[src/verilog/uco_pkg.sv]
// Constants and types shared by the serial option block
package uco_pkg;
  // Register byte addresses
  localparam logic [7:0] ADDR_STATUS   = 8'h00;
  localparam logic [7:0] ADDR_CTRL_TWO = 8'h10;
  localparam logic [7:0] ADDR_CTRL_THR = 8'h14;
  localparam logic [7:0] ADDR_GUARD_TIME_AND_DIVIDER     = 8'h18;
  localparam logic [7:0] ADDR_RECEIVE_TIMEOUT_VALUE     = 8'h1c;
  localparam logic [7:0] ADDR_FLAG_CLR = 8'h20;
  localparam logic [7:0] ADDR_LINE_CFG = 8'h24;
  // Writable bits of each register, reserved bits read zero
  localparam logic [31:0] MASK_CTRL_TWO = 32'hf00f_ff7f;
  localparam logic [31:0] MASK_CTRL_THR = 32'h0000_c7ff;
  localparam logic [31:0] MASK_GUARD_TIME_AND_DIVIDER     = 32'h0000_ffff;
  localparam logic [31:0] MASK_RECEIVE_TIMEOUT_VALUE     = 32'h00ff_ffff;
  localparam logic [31:0] MASK_LINE_CFG = 32'h0000_001f;
  localparam logic [31:0] RESET_VALUE   = 32'h0000_0000;
  // Control two field positions
  localparam int ID_HIGH_MSB = 31;
  localparam int ID_HIGH_LSB = 28;
  localparam int MSB_FIRST   = 19;
  localparam int DATA_INV    = 18;
  localparam int TX_INV      = 17;
  localparam int RX_INV      = 16;
  localparam int PIN_SWAP    = 15;
  localparam int LIN_EN      = 14;
  localparam int STOP_MSB    = 13;
  localparam int STOP_LSB    = 12;
  localparam int CLK_OUT_EN  = 11;
  localparam int CLK_IDLE    = 10;
  localparam int CLK_PHASE   = 9;
  localparam int LAST_PULSE  = 8;
  localparam int BREAK_IRQ   = 6;
  localparam int BREAK_LEN   = 5;
  localparam int ID_WIDTH    = 4;
  localparam int ID_LOW_MSB  = 3;
  localparam int ID_LOW_LSB  = 0;
  // Control three field positions
  localparam int DE_POL      = 15;
  localparam int RS485_EN    = 14;
  localparam int CTS_IRQ     = 10;
  localparam int CTS_FLOW    = 9;
  localparam int RTS_FLOW    = 8;
  localparam int TX_DMA      = 7;
  localparam int RX_DMA      = 6;
  localparam int SC_EN       = 5;
  localparam int SC_NACK     = 4;
  localparam int HALF_DUPLEX = 3;
  localparam int IRDA_LP     = 2;
  localparam int IRDA_EN     = 1;
  localparam int ERR_IRQ     = 0;
  // Guard time and divider fields
  localparam int GUARD_MSB   = 15;
  localparam int GUARD_LSB   = 8;
  localparam int DIV_MSB     = 7;
  localparam int DIV_LSB     = 0;
  localparam int CARD_DIV_MSB = 4;
  // Status and flag clear positions
  localparam int MATCH_BIT   = 17;
  localparam int TIMEOUT_BIT = 11;
  // Line configuration: data bits, parity, timeout enable, tx enable
  localparam int DBITS_MSB   = 1;
  localparam int DBITS_LSB   = 0;
  localparam int PARITY_EN   = 2;
  localparam int TIMEOUT_EN  = 3;
  localparam int TX_ENABLE   = 4;
  // Data bit count codes
  localparam logic [1:0] DBITS_8 = 2'h0;
  localparam logic [1:0] DBITS_9 = 2'h1;
  localparam logic [1:0] DBITS_7 = 2'h2;
  // Break frame lengths
  localparam logic [3:0] BREAK_SHORT = 4'ha;
  localparam logic [3:0] BREAK_LONG  = 4'hb;
  // Guard timer states
  typedef enum logic [0:0] {GUARD_IDLE, GUARD_WAIT} uco_guard_type;
endpackage

[src/verilog/uco_divider.sv]
// Programmable clock divider giving a tick and a square wave
`timescale 1ns/1ps
`default_nettype none
module uco_divider #(
  parameter int WIDTH = 8
) (
  // Clock and reset
  input  wire logic             MCLK,
  input  wire logic             RESET,
  // Control
  input  wire logic             enable,
  input  wire logic [WIDTH-1:0] divide,
  // Outputs
  output logic                  tick,
  output logic                  square
);
  typedef struct packed {
    logic [WIDTH-1:0] count;
    logic             tick;
    logic             square;
  } uco_div_state_type;

  uco_div_state_type state;
  uco_div_state_type next_state;

  // A zero divide is reserved, so the divider stops with count and square cleared
  always_comb begin
    next_state = state;
    next_state.tick = 1'b0;
    if (!enable || divide == '0) begin
      next_state.count = '0;
      next_state.square = 1'b0;
    end else if (state.count >= divide - 1'b1) begin
      next_state.count = '0;
      next_state.tick = 1'b1;
      next_state.square = ~state.square;
    end else begin
      next_state.count = state.count + 1'b1;
    end
  end

  always_ff @(posedge MCLK) begin
    if (RESET) begin
      state <= '0;
    end else begin
      state <= next_state;
    end
  end

  assign tick = state.tick;
  assign square = state.square;
endmodule
`default_nettype wire

[src/verilog/uco_top.sv]
// Option and configuration logic of the serial transceiver
`timescale 1ns/1ps
`default_nettype none
module uco_top #(
  parameter int DIV_WIDTH = 8
) (
  // Clock and reset
  input  wire logic        MCLK,
  input  wire logic        RESET,
  // Avalon-MM slave
  input  wire logic [7:0]  AVS_ADDRESS,
  input  wire logic        AVS_READ,
  input  wire logic        AVS_WRITE,
  input  wire logic [31:0] AVS_WRITEDATA,
  input  wire logic [3:0]  AVS_BYTEENABLE,
  output logic [31:0]      AVS_READDATA,
  output logic             AVS_WAITREQUEST,
  // Shifter side events and levels
  input  wire logic        BIT_TICK,
  input  wire logic        RX_BUSY,
  input  wire logic        RX_CHAR_VALID,
  input  wire logic [8:0]  RX_CHAR_RAW,
  input  wire logic        RX_PARITY_ERR,
  input  wire logic        FRAME_ERR,
  input  wire logic        OVERFLOW_ERR,
  input  wire logic        NOISE_ERR,
  input  wire logic [8:0]  TX_WORD,
  input  wire logic        TX_LINE_BIT,
  input  wire logic        TX_DONE_RAW,
  input  wire logic        TX_BUF_EMPTY,
  input  wire logic        RX_BUF_FULL,
  input  wire logic        TX_ACTIVE,
  input  wire logic        RTS_REQUEST,
  input  wire logic        SYNC_CLK_RUN,
  input  wire logic        SYNC_CLK_RAW,
  input  wire logic        SYNC_LAST_BIT,
  // Shifter side results
  output logic [8:0]       RX_DATA,
  output logic             RX_LINE_BIT,
  output logic [8:0]       TX_SHIFT_WORD,
  output logic [1:0]       STOP_BITS,
  output logic [3:0]       BREAK_BITS,
  output logic             CAPTURE_SECOND_EDGE,
  output logic             TX_COMPLETE,
  output logic             NACK_REQUEST,
  output logic             ERROR_IRQ,
  output logic             TX_DMA_REQ,
  output logic             RX_DMA_REQ,
  output logic             IRDA_TICK,
  // Serial pins
  input  wire logic        PIN_A_IN,
  output logic             PIN_A_OUT,
  output logic             PIN_A_OE,
  input  wire logic        PIN_B_IN,
  output logic             PIN_B_OUT,
  output logic             PIN_B_OE,
  output logic             CK_OUT,
  output logic             CK_OE,
  output logic             RTS_PIN
);
  typedef struct packed {
    logic [31:0]                ctrl_two;
    logic [31:0]                ctrl_thr;
    logic [31:0]                guard_time_and_divider;
    logic [31:0]                receive_timeout_value;
    logic [31:0]                line_cfg;
    logic                       match_flag;
    logic                       timeout_flag;
    logic                       timeout_armed;
    logic [23:0]                silent_count;
    uco_pkg::uco_guard_type     guard_state;
    logic [7:0]                 guard_count;
    logic                       ack;
    logic                       waitreq;
    logic [31:0]                readdata;
    logic [8:0]                 rx_data;
    logic [8:0]                 tx_word;
    logic                       rx_line;
    logic                       pin_a_out;
    logic                       pin_a_oe;
    logic                       pin_b_out;
    logic                       pin_b_oe;
    logic                       ck_out;
    logic                       ck_oe;
    logic                       rts_pin;
    logic                       tx_complete;
    logic                       nack;
    logic                       err_irq;
    logic                       tx_dma;
    logic                       rx_dma;
  } uco_state_type;

  uco_state_type state;
  uco_state_type next_state;

  logic card_tick;
  logic card_square;
  logic irda_tick;

  // Merge a write under byte enables into the writable bits
  function automatic logic [31:0] merge_bytes(input logic [31:0] old,
      input logic [31:0] data, input logic [3:0] be,
      input logic [31:0] mask);
    logic [31:0] result;
    result = old;
    for (int i = 0; i < 4; i++) begin
      if (be[i]) begin
        result[i*8 +: 8] = data[i*8 +: 8];
      end
    end
    return result & mask;
  endfunction

  // Reverse the low n bits of a character, upper bits stay zero
  function automatic logic [8:0] reverse_bits(input logic [8:0] value,
      input int n);
    logic [8:0] result;
    result = '0;
    for (int i = 0; i < 9; i++) begin
      if (i < n) begin
        result[i] = value[n - 1 - i];
      end
    end
    return result;
  endfunction

  // Decoded configuration
  logic [7:0] node_id;
  logic [1:0] data_bits;
  logic       parity_on;
  int         char_len;
  logic [7:0] id_mask;
  logic       smartcard;
  logic       swap;
  logic [8:0] rx_oriented;
  logic [8:0] tx_oriented;
  logic       rx_pin_level;
  logic       tx_pin_level;
  logic       sync_pulse_ok;
  logic [31:0] read_value;
  logic       wr_take;
  logic       rd_take;

  assign node_id = {state.ctrl_two[uco_pkg::ID_HIGH_MSB:uco_pkg::ID_HIGH_LSB],
                    state.ctrl_two[uco_pkg::ID_LOW_MSB:uco_pkg::ID_LOW_LSB]};
  assign data_bits = state.line_cfg[uco_pkg::DBITS_MSB:uco_pkg::DBITS_LSB];
  assign parity_on = state.line_cfg[uco_pkg::PARITY_EN];
  assign smartcard = state.ctrl_thr[uco_pkg::SC_EN];
  assign swap = state.ctrl_two[uco_pkg::PIN_SWAP];
  assign wr_take = AVS_WRITE && state.ack;
  assign rd_take = AVS_READ && state.ack;

  // Character length and id compare width follow the data format
  always_comb begin
    unique case (data_bits)
      uco_pkg::DBITS_7: char_len = 7;
      uco_pkg::DBITS_9: char_len = 9;
      default:          char_len = 8;
    endcase
    if (!state.ctrl_two[uco_pkg::ID_WIDTH]) begin
      id_mask = 8'h0f;
    end else begin
      id_mask = 8'(9'h1ff >> (10 - char_len + (parity_on ? 1 : 0)));
    end
  end

  // Bit order and data sense; the shifter always moves lsb first
  always_comb begin
    rx_oriented = state.ctrl_two[uco_pkg::MSB_FIRST]
                ? reverse_bits(RX_CHAR_RAW, char_len) : RX_CHAR_RAW;
    tx_oriented = state.ctrl_two[uco_pkg::MSB_FIRST]
                ? reverse_bits(TX_WORD, char_len) : TX_WORD;
    if (state.ctrl_two[uco_pkg::DATA_INV]) begin
      rx_oriented = ~rx_oriented & (9'h1ff >> (9 - char_len));
      tx_oriented = ~tx_oriented & (9'h1ff >> (9 - char_len));
    end
  end

  // Pin levels: swap picks the wires, inversion flips idle and mark
  assign rx_pin_level = (swap ? PIN_A_IN : PIN_B_IN)
                      ^ state.ctrl_two[uco_pkg::RX_INV];
  assign tx_pin_level = TX_LINE_BIT ^ state.ctrl_two[uco_pkg::TX_INV];

  // The last data bit clock is suppressed unless asked for
  assign sync_pulse_ok = !SYNC_LAST_BIT
                       || state.ctrl_two[uco_pkg::LAST_PULSE];

  // Read multiplexer, unmapped addresses read zero
  always_comb begin
    unique case (AVS_ADDRESS)
      uco_pkg::ADDR_STATUS:   read_value = 32'(
                                {state.match_flag, 5'h00, state.timeout_flag}
                                << uco_pkg::TIMEOUT_BIT);
      uco_pkg::ADDR_CTRL_TWO: read_value = state.ctrl_two;
      uco_pkg::ADDR_CTRL_THR: read_value = state.ctrl_thr;
      uco_pkg::ADDR_GUARD_TIME_AND_DIVIDER:     read_value = state.guard_time_and_divider;
      uco_pkg::ADDR_RECEIVE_TIMEOUT_VALUE:     read_value = state.receive_timeout_value;
      uco_pkg::ADDR_LINE_CFG: read_value = state.line_cfg;
      default:                read_value = 32'h0000_0000;
    endcase
  end

  // Next state of all registers
  always_comb begin
    next_state = state;
    // One wait state per access: waitrequest drops the cycle after
    next_state.ack = (AVS_READ || AVS_WRITE) && !state.ack;
    next_state.waitreq = !next_state.ack;
    if (next_state.ack && AVS_READ) begin
      next_state.readdata = read_value;
    end
    if (wr_take) begin
      unique case (AVS_ADDRESS)
        uco_pkg::ADDR_CTRL_TWO: next_state.ctrl_two = merge_bytes(
            state.ctrl_two, AVS_WRITEDATA, AVS_BYTEENABLE,
            uco_pkg::MASK_CTRL_TWO);
        uco_pkg::ADDR_CTRL_THR: next_state.ctrl_thr = merge_bytes(
            state.ctrl_thr, AVS_WRITEDATA, AVS_BYTEENABLE,
            uco_pkg::MASK_CTRL_THR);
        uco_pkg::ADDR_GUARD_TIME_AND_DIVIDER:     next_state.guard_time_and_divider = merge_bytes(
            state.guard_time_and_divider, AVS_WRITEDATA, AVS_BYTEENABLE, uco_pkg::MASK_GUARD_TIME_AND_DIVIDER);
        uco_pkg::ADDR_RECEIVE_TIMEOUT_VALUE:     next_state.receive_timeout_value = merge_bytes(
            state.receive_timeout_value, AVS_WRITEDATA, AVS_BYTEENABLE, uco_pkg::MASK_RECEIVE_TIMEOUT_VALUE);
        uco_pkg::ADDR_LINE_CFG: next_state.line_cfg = merge_bytes(
            state.line_cfg, AVS_WRITEDATA, AVS_BYTEENABLE,
            uco_pkg::MASK_LINE_CFG);
        default: ;
      endcase
    end

    // Flag clears first so that a same-cycle set still wins
    if (wr_take && AVS_ADDRESS == uco_pkg::ADDR_FLAG_CLR) begin
      if (AVS_BYTEENABLE[2] && AVS_WRITEDATA[uco_pkg::MATCH_BIT]) begin
        next_state.match_flag = 1'b0;
      end
      if (AVS_BYTEENABLE[1] && AVS_WRITEDATA[uco_pkg::TIMEOUT_BIT]) begin
        next_state.timeout_flag = 1'b0;
      end
    end

    // Character match against the masked node id
    if (RX_CHAR_VALID && ((rx_oriented[7:0] ^ node_id) & id_mask) == 8'h00) begin
      next_state.match_flag = 1'b1;
    end

    // Silence counted in bit periods; restarted by any traffic, rearmed only by a received character
    if (!state.line_cfg[uco_pkg::TIMEOUT_EN] || RX_BUSY || RX_CHAR_VALID) begin
      next_state.silent_count = '0;
      next_state.timeout_armed = RX_CHAR_VALID || state.timeout_armed;
    end else if (BIT_TICK && state.timeout_armed) begin
      next_state.silent_count = state.silent_count + 1'b1;
      if (state.silent_count + 1'b1 >= state.receive_timeout_value[23:0]) begin
        next_state.timeout_flag = 1'b1;
        next_state.timeout_armed = 1'b0;
      end
    end

    // Transmit complete, held back by the guard time on a card
    next_state.tx_complete = 1'b0;
    unique case (state.guard_state)
      uco_pkg::GUARD_IDLE: begin
        if (TX_DONE_RAW) begin
          if (smartcard && state.guard_time_and_divider[uco_pkg::GUARD_MSB:uco_pkg::GUARD_LSB]
              != 8'h00) begin
            next_state.guard_state = uco_pkg::GUARD_WAIT;
            next_state.guard_count = 8'h00;
          end else begin
            next_state.tx_complete = 1'b1;
          end
        end
      end
      uco_pkg::GUARD_WAIT: begin
        if (BIT_TICK) begin
          next_state.guard_count = state.guard_count + 1'b1;
          if (state.guard_count + 1'b1
              >= state.guard_time_and_divider[uco_pkg::GUARD_MSB:uco_pkg::GUARD_LSB]) begin
            next_state.tx_complete = 1'b1;
            next_state.guard_state = uco_pkg::GUARD_IDLE;
          end
        end
      end
    endcase

    // Registered datapath and pin outputs
    if (RX_CHAR_VALID) begin
      next_state.rx_data = rx_oriented;
    end
    next_state.tx_word = tx_oriented;
    next_state.rx_line = rx_pin_level;
    next_state.pin_a_out = swap ? 1'b1 : tx_pin_level;
    next_state.pin_a_oe = !swap;
    next_state.pin_b_out = swap ? tx_pin_level : 1'b1;
    next_state.pin_b_oe = swap;

    // Clock pin: card clock on a smartcard, shifter clock otherwise
    next_state.ck_oe = state.ctrl_two[uco_pkg::CLK_OUT_EN];
    if (!state.ctrl_two[uco_pkg::CLK_OUT_EN]) begin
      next_state.ck_out = 1'b0;
    end else if (smartcard) begin
      next_state.ck_out = card_square;
    end else if (SYNC_CLK_RUN && sync_pulse_ok) begin
      next_state.ck_out = SYNC_CLK_RAW ^ state.ctrl_two[uco_pkg::CLK_IDLE];
    end else begin
      next_state.ck_out = state.ctrl_two[uco_pkg::CLK_IDLE];
    end

    // Direction control shares the request-to-send pin
    if (state.ctrl_thr[uco_pkg::RS485_EN]) begin
      next_state.rts_pin = TX_ACTIVE
                         ^ state.ctrl_thr[uco_pkg::DE_POL];
    end else begin
      next_state.rts_pin = RTS_REQUEST;
    end

    next_state.nack = RX_CHAR_VALID && RX_PARITY_ERR && smartcard
                    && state.ctrl_thr[uco_pkg::SC_NACK];
    next_state.err_irq = state.ctrl_thr[uco_pkg::ERR_IRQ]
                       && (FRAME_ERR || OVERFLOW_ERR || NOISE_ERR);
    next_state.tx_dma = state.ctrl_thr[uco_pkg::TX_DMA] && TX_BUF_EMPTY;
    next_state.rx_dma = state.ctrl_thr[uco_pkg::RX_DMA] && RX_BUF_FULL;
  end

  always_ff @(posedge MCLK) begin
    if (RESET) begin
      state <= '0;
      state.waitreq <= 1'b1;
      state.rx_line <= 1'b1;
      state.pin_a_out <= 1'b1;
      state.pin_a_oe <= 1'b1;
      state.pin_b_out <= 1'b1;
    end else begin
      state <= next_state;
    end
  end

  // Card clock toggles every divider count, a period of twice that
  uco_divider #(
    .WIDTH(5)
  ) u_card_clock (
    .MCLK   (MCLK),
    .RESET  (RESET),
    .enable (smartcard),
    .divide (state.guard_time_and_divider[uco_pkg::CARD_DIV_MSB:uco_pkg::DIV_LSB]),
    .tick   (card_tick),
    .square (card_square)
  );

  // IrDA low power pulse time base; zero is reserved and stalls it
  uco_divider #(
    .WIDTH(DIV_WIDTH)
  ) u_irda_base (
    .MCLK   (MCLK),
    .RESET  (RESET),
    .enable (state.ctrl_thr[uco_pkg::IRDA_EN]
             && state.ctrl_thr[uco_pkg::IRDA_LP]),
    .divide (state.guard_time_and_divider[DIV_WIDTH-1:0]),
    .tick   (irda_tick),
    .square ()
  );

  // Outputs straight from flip-flops; config fields are register bits
  assign AVS_READDATA = state.readdata;
  assign AVS_WAITREQUEST = state.waitreq;
  assign RX_DATA = state.rx_data;
  assign RX_LINE_BIT = state.rx_line;
  assign TX_SHIFT_WORD = state.tx_word;
  assign STOP_BITS = state.ctrl_two[uco_pkg::STOP_MSB:uco_pkg::STOP_LSB];
  assign BREAK_BITS = state.ctrl_two[uco_pkg::BREAK_LEN]
                    ? uco_pkg::BREAK_LONG : uco_pkg::BREAK_SHORT;
  assign CAPTURE_SECOND_EDGE = state.ctrl_two[uco_pkg::CLK_PHASE];
  assign TX_COMPLETE = state.tx_complete;
  assign NACK_REQUEST = state.nack;
  assign ERROR_IRQ = state.err_irq;
  assign TX_DMA_REQ = state.tx_dma;
  assign RX_DMA_REQ = state.rx_dma;
  assign IRDA_TICK = irda_tick;
  assign PIN_A_OUT = state.pin_a_out;
  assign PIN_A_OE = state.pin_a_oe;
  assign PIN_B_OUT = state.pin_b_out;
  assign PIN_B_OE = state.pin_b_oe;
  assign CK_OUT = state.ck_out;
  assign CK_OE = state.ck_oe;
  assign RTS_PIN = state.rts_pin;
endmodule
`default_nettype wire

[config.mk]
export PLATFORM = sky130hd
export DESIGN_NAME = uco_top
export DESIGN_NICKNAME = d
export VERILOG_FILES = /design/src/verilog/uco_pkg.sv /design/src/verilog/uco_divider.sv /design/src/verilog/uco_top.sv
export SDC_FILE = /design/constraint.sdc
export NUM_CORES = 1
export LEC_CHECK = 0
export BUFFER_PORTS_ARGS = -buffer_cell sky130_fd_sc_hd__clkbuf_2
export CELL_PAD_IN_SITES_DETAIL_PLACEMENT = 0
export CELL_PAD_IN_SITES_GLOBAL_PLACEMENT = 1
export CORE_MARGIN = 1.5
export CORE_UTILIZATION = 44
export CTS_CLUSTER_DIAMETER = 60
export CTS_CLUSTER_SIZE = 20
export DETAILED_ROUTE_END_ITERATION = 10
export GPL_TIMING_DRIVEN = 0
export PLACE_DENSITY = 0.83
export SYNTH_ARGS = -nofsm -noshare
export SYNTH_HDL_FRONTEND = slang
export SYNTH_SLANG_ARGS = --single-unit
[constraint.sdc]
create_clock -name MCLK -period 3.25 [get_ports MCLK]
set_clock_uncertainty 0.1 [all_clocks]
set_input_delay 0.4875 -clock MCLK [delete_from_list [all_inputs] [get_ports MCLK]]
set_output_delay 0.4875 -clock MCLK [all_outputs]
set_load 0.01 [all_outputs]
==> out/qor.txt <==
status: complete, no violations
WL final: 32100 um
antenna violation net count after detailed routing: 0
clk sinks: 193
RSZ-0062 raised after global routing: yes
Die Wd: 161 um
# diodes: 0
post-synth top area cell: dfxtp_1
Clock Path Buffers: 2
GRT Util Overall: 24.8%
Worst Setup End Kind: register
core area: 0.0244 mm^2
Worst Setup Slack, final: 0.0755 ns
actual slew at the worst max-slew pin: 1.05 ns
layout cells sized above 1: 21.1%
pre-CTS setup slack: -0.267 ns
IO Pins: 156
crit path DAT: 3.39 ns
final setup vio count: 0
met1 usage: 33.0%
dpl cells: 1772
global routing usage on met2: 42.2%
Synth Area in Compound Gates: 13.1%
HP Class: in2reg
fmax: 0.315 GHz
Starting Density: 45.0%
die height: 161 um
Crit Path Max Fanout: 5
sequential area share after synthesis: 35.2%
LEAKAGE: 5.39 nW
first-pass GRT wire length: 50300 um
worst skew pair latency: 0.44 ns
CTS tree: built
global route hottest layer: met2
post-route clock period utilization: 97.7%
Clk pin slew, worst setup/hold paths: 0.07 ns
total CTS buffers: 17
Fin Hold WS: 0.183 ns
largest family of logic cells by synthesized area: simple AND/OR/NAND/NOR gates
Post-Syn Instances: 1302
Clock Root Buffer: clkbuf_16
WL/cell: 17.7 um
vias per inst: 5.46
Synth Area in Simple Gates: 19.9%
Post-Synth Adder-Cell Area: 6.68%
Nets: 1619
Async SR Flop Fraction: 0%
Worst path max stage delay: 0.38 ns
Post-synth EDFFs: 0
GR Util met3: 3.88%
Non-Filler Instances: 1814
Synth Register Bits: 193
DRT Pass-1 Iters: 6
area share of the largest cell type after synthesis: 35.2%
Design Area, Final: 0.0129 mm^2
port bufs: 141
post-synth cell types: 70
Critical Path, Cell by Cell: and3_1 -> nand4_1 -> nor3_2 -> and3_4 -> nand3_1 -> xnor2_1 -> ha_1 -> a21o_1 -> a31oi_1 -> o21ai_1 -> a2111oi_0
largest net degree at the start of global routing: 19
initial DRC count: 633
xor/xnor share of the synthesized area: 5.82%
Setup crit start kind: register
final setup TNS: 0 ns
CP max-delay cell: dfxtp_4
Slew HR: 29.7%
YS warnings: 0
MaxCap Viol Count: 0
initial antenna violation count: 0
CP Class: reg2reg
most common cell after layout, fill and taps aside: dfxtp_1
vias post-DR: 9907
Layout area overhead: 17.1%
Pwr Total: 4.97 mW
final global-route overflow total: 0
syn_area_per_cell: 8.44 um^2
vias in the first global route: 9289
synthesized area: 0.0110 mm^2
Area contributors post-synth: dfxtp_1 (35%), ha_1 (6.5%), nor2_1 (5.3%)
Max IR drop VDD: 0.000322 V
Slew Viols, Final: 0
std cell rows: 57
Final Hold Viols: 0
die area: 0.0259 mm^2
post-synthesis mux area share: 10.8%
commonest non-fill, non-tap cells in the layout: dfxtp_1 (188), nor2_1 (150), clkbuf_2 (142), nand2_1 (126), a21oi_1 (101)
clock period minus worst slack: 3.17 ns
post-place instance area: 0.0121 mm^2
DRC Markers: 0
fin util: 52.7%
PD cells: 386 mW/mm^2
Routability Congestion: 0.895
commonest register cell after synthesis: dfxtp_1
hpwl dp: 24300 um
Worst EP required: 3.47 ns
htree depth: 4
worst paths after layout:
check,start,endpoint,slack (ns),cells past startpoint
worst max-delay path,state[76],state[98],0.08,11
worst min-delay path,AVS_WRITEDATA[20],state[153],0.18,3
worst max register to register,state[76],state[98],0.08,11
worst min register to register,AVS_READDATA[22],AVS_READDATA[22],0.36,2
synthesized netlist by cell type, drive strengths merged, types with 6 or more instances:
| library cell | instances |
|---|---|
| a21oi | 101 |
| nand2 | 126 |
| clkbuf | 53 |
| nor3 | 19 |
| inv | 55 |
| mux2 | 19 |
| and3 | 12 |
| a221oi | 7 |
| nor2 | 155 |
| ha | 57 |
| a21o | 20 |
| and2 | 11 |
| nand4 | 15 |
| nor2b | 10 |
| a211oi | 14 |
| a22oi | 23 |
| dfxtp | 193 |
| a31oi | 6 |
| nand2b | 12 |
| mux4 | 20 |
| mux2i | 51 |
| or3 | 11 |
| xor2 | 35 |
| nand3 | 71 |
| xnor2 | 38 |
| buf | 75 |
| o21ai | 37 |
state kept, by name, indices dropped and copies added, names as in the netlist, 2 cells and up:
name	flops
data_bits	2
AVS_READDATA	28
u_irda_base.state	8
state	101
node_id	8
u_card_clock.state	5
next_state	2
RX_DATA	9
STOP_BITS	2
TX_SHIFT_WORD	9
cell families after synthesis:
logic type | count (synthesis)
AOI/OAI and AO/OA | 234
xor gates and xnor gates | 73
adders and majority gates | 58
buffers and inverters | 183
DFF | 193
muxes | 90
other | 2
and+or+nand+nor | 469
worst max-delay path, delay by kind of cell, from the launching register on:
kind                     cells  cell delay [ns]
AND/OR/NAND/NOR              5             1.10
AO/OA/AOI/OAI                4             0.94
flip-flops                   1             0.38
adder cells (fa/ha/maj)      1             0.30
XOR/XNOR                     1             0.24
what timing repair did:
item,in CTS,in global routing
setup buffers,2,8
hold buffers,0,0
endpoints found under the setup margin,3,3
resized for setup,9,15
endpoints found under the hold margin,0,0
pin swaps,5,8
metal layers:
metal	part of all wire [%]	wire length (um)	vias to the layer above
met5	0	0	-
li1	-	-	4830
met3	5.2	1670	43
met4	1.6	517	0
met2	49	15600	278
met1	45	14300	4756
where the power goes:
part | switching (mW) | internal [mW]
combinational | 0.223 | 0.141
clock | 1.02 | 1.19
sequential | 0.0128 | 2.38
cell type report:
type	instances	area, um^2
plain buffers	128	717
clock buffers	18	439
well taps	324	405
inverters	55	206
clock inverters	14	168
flip-flops and latches	193	3870
multi-input cells	931	6270
repair buffers	151	781
fillers	2412	11500
Power figures use the tool's default switching activity.
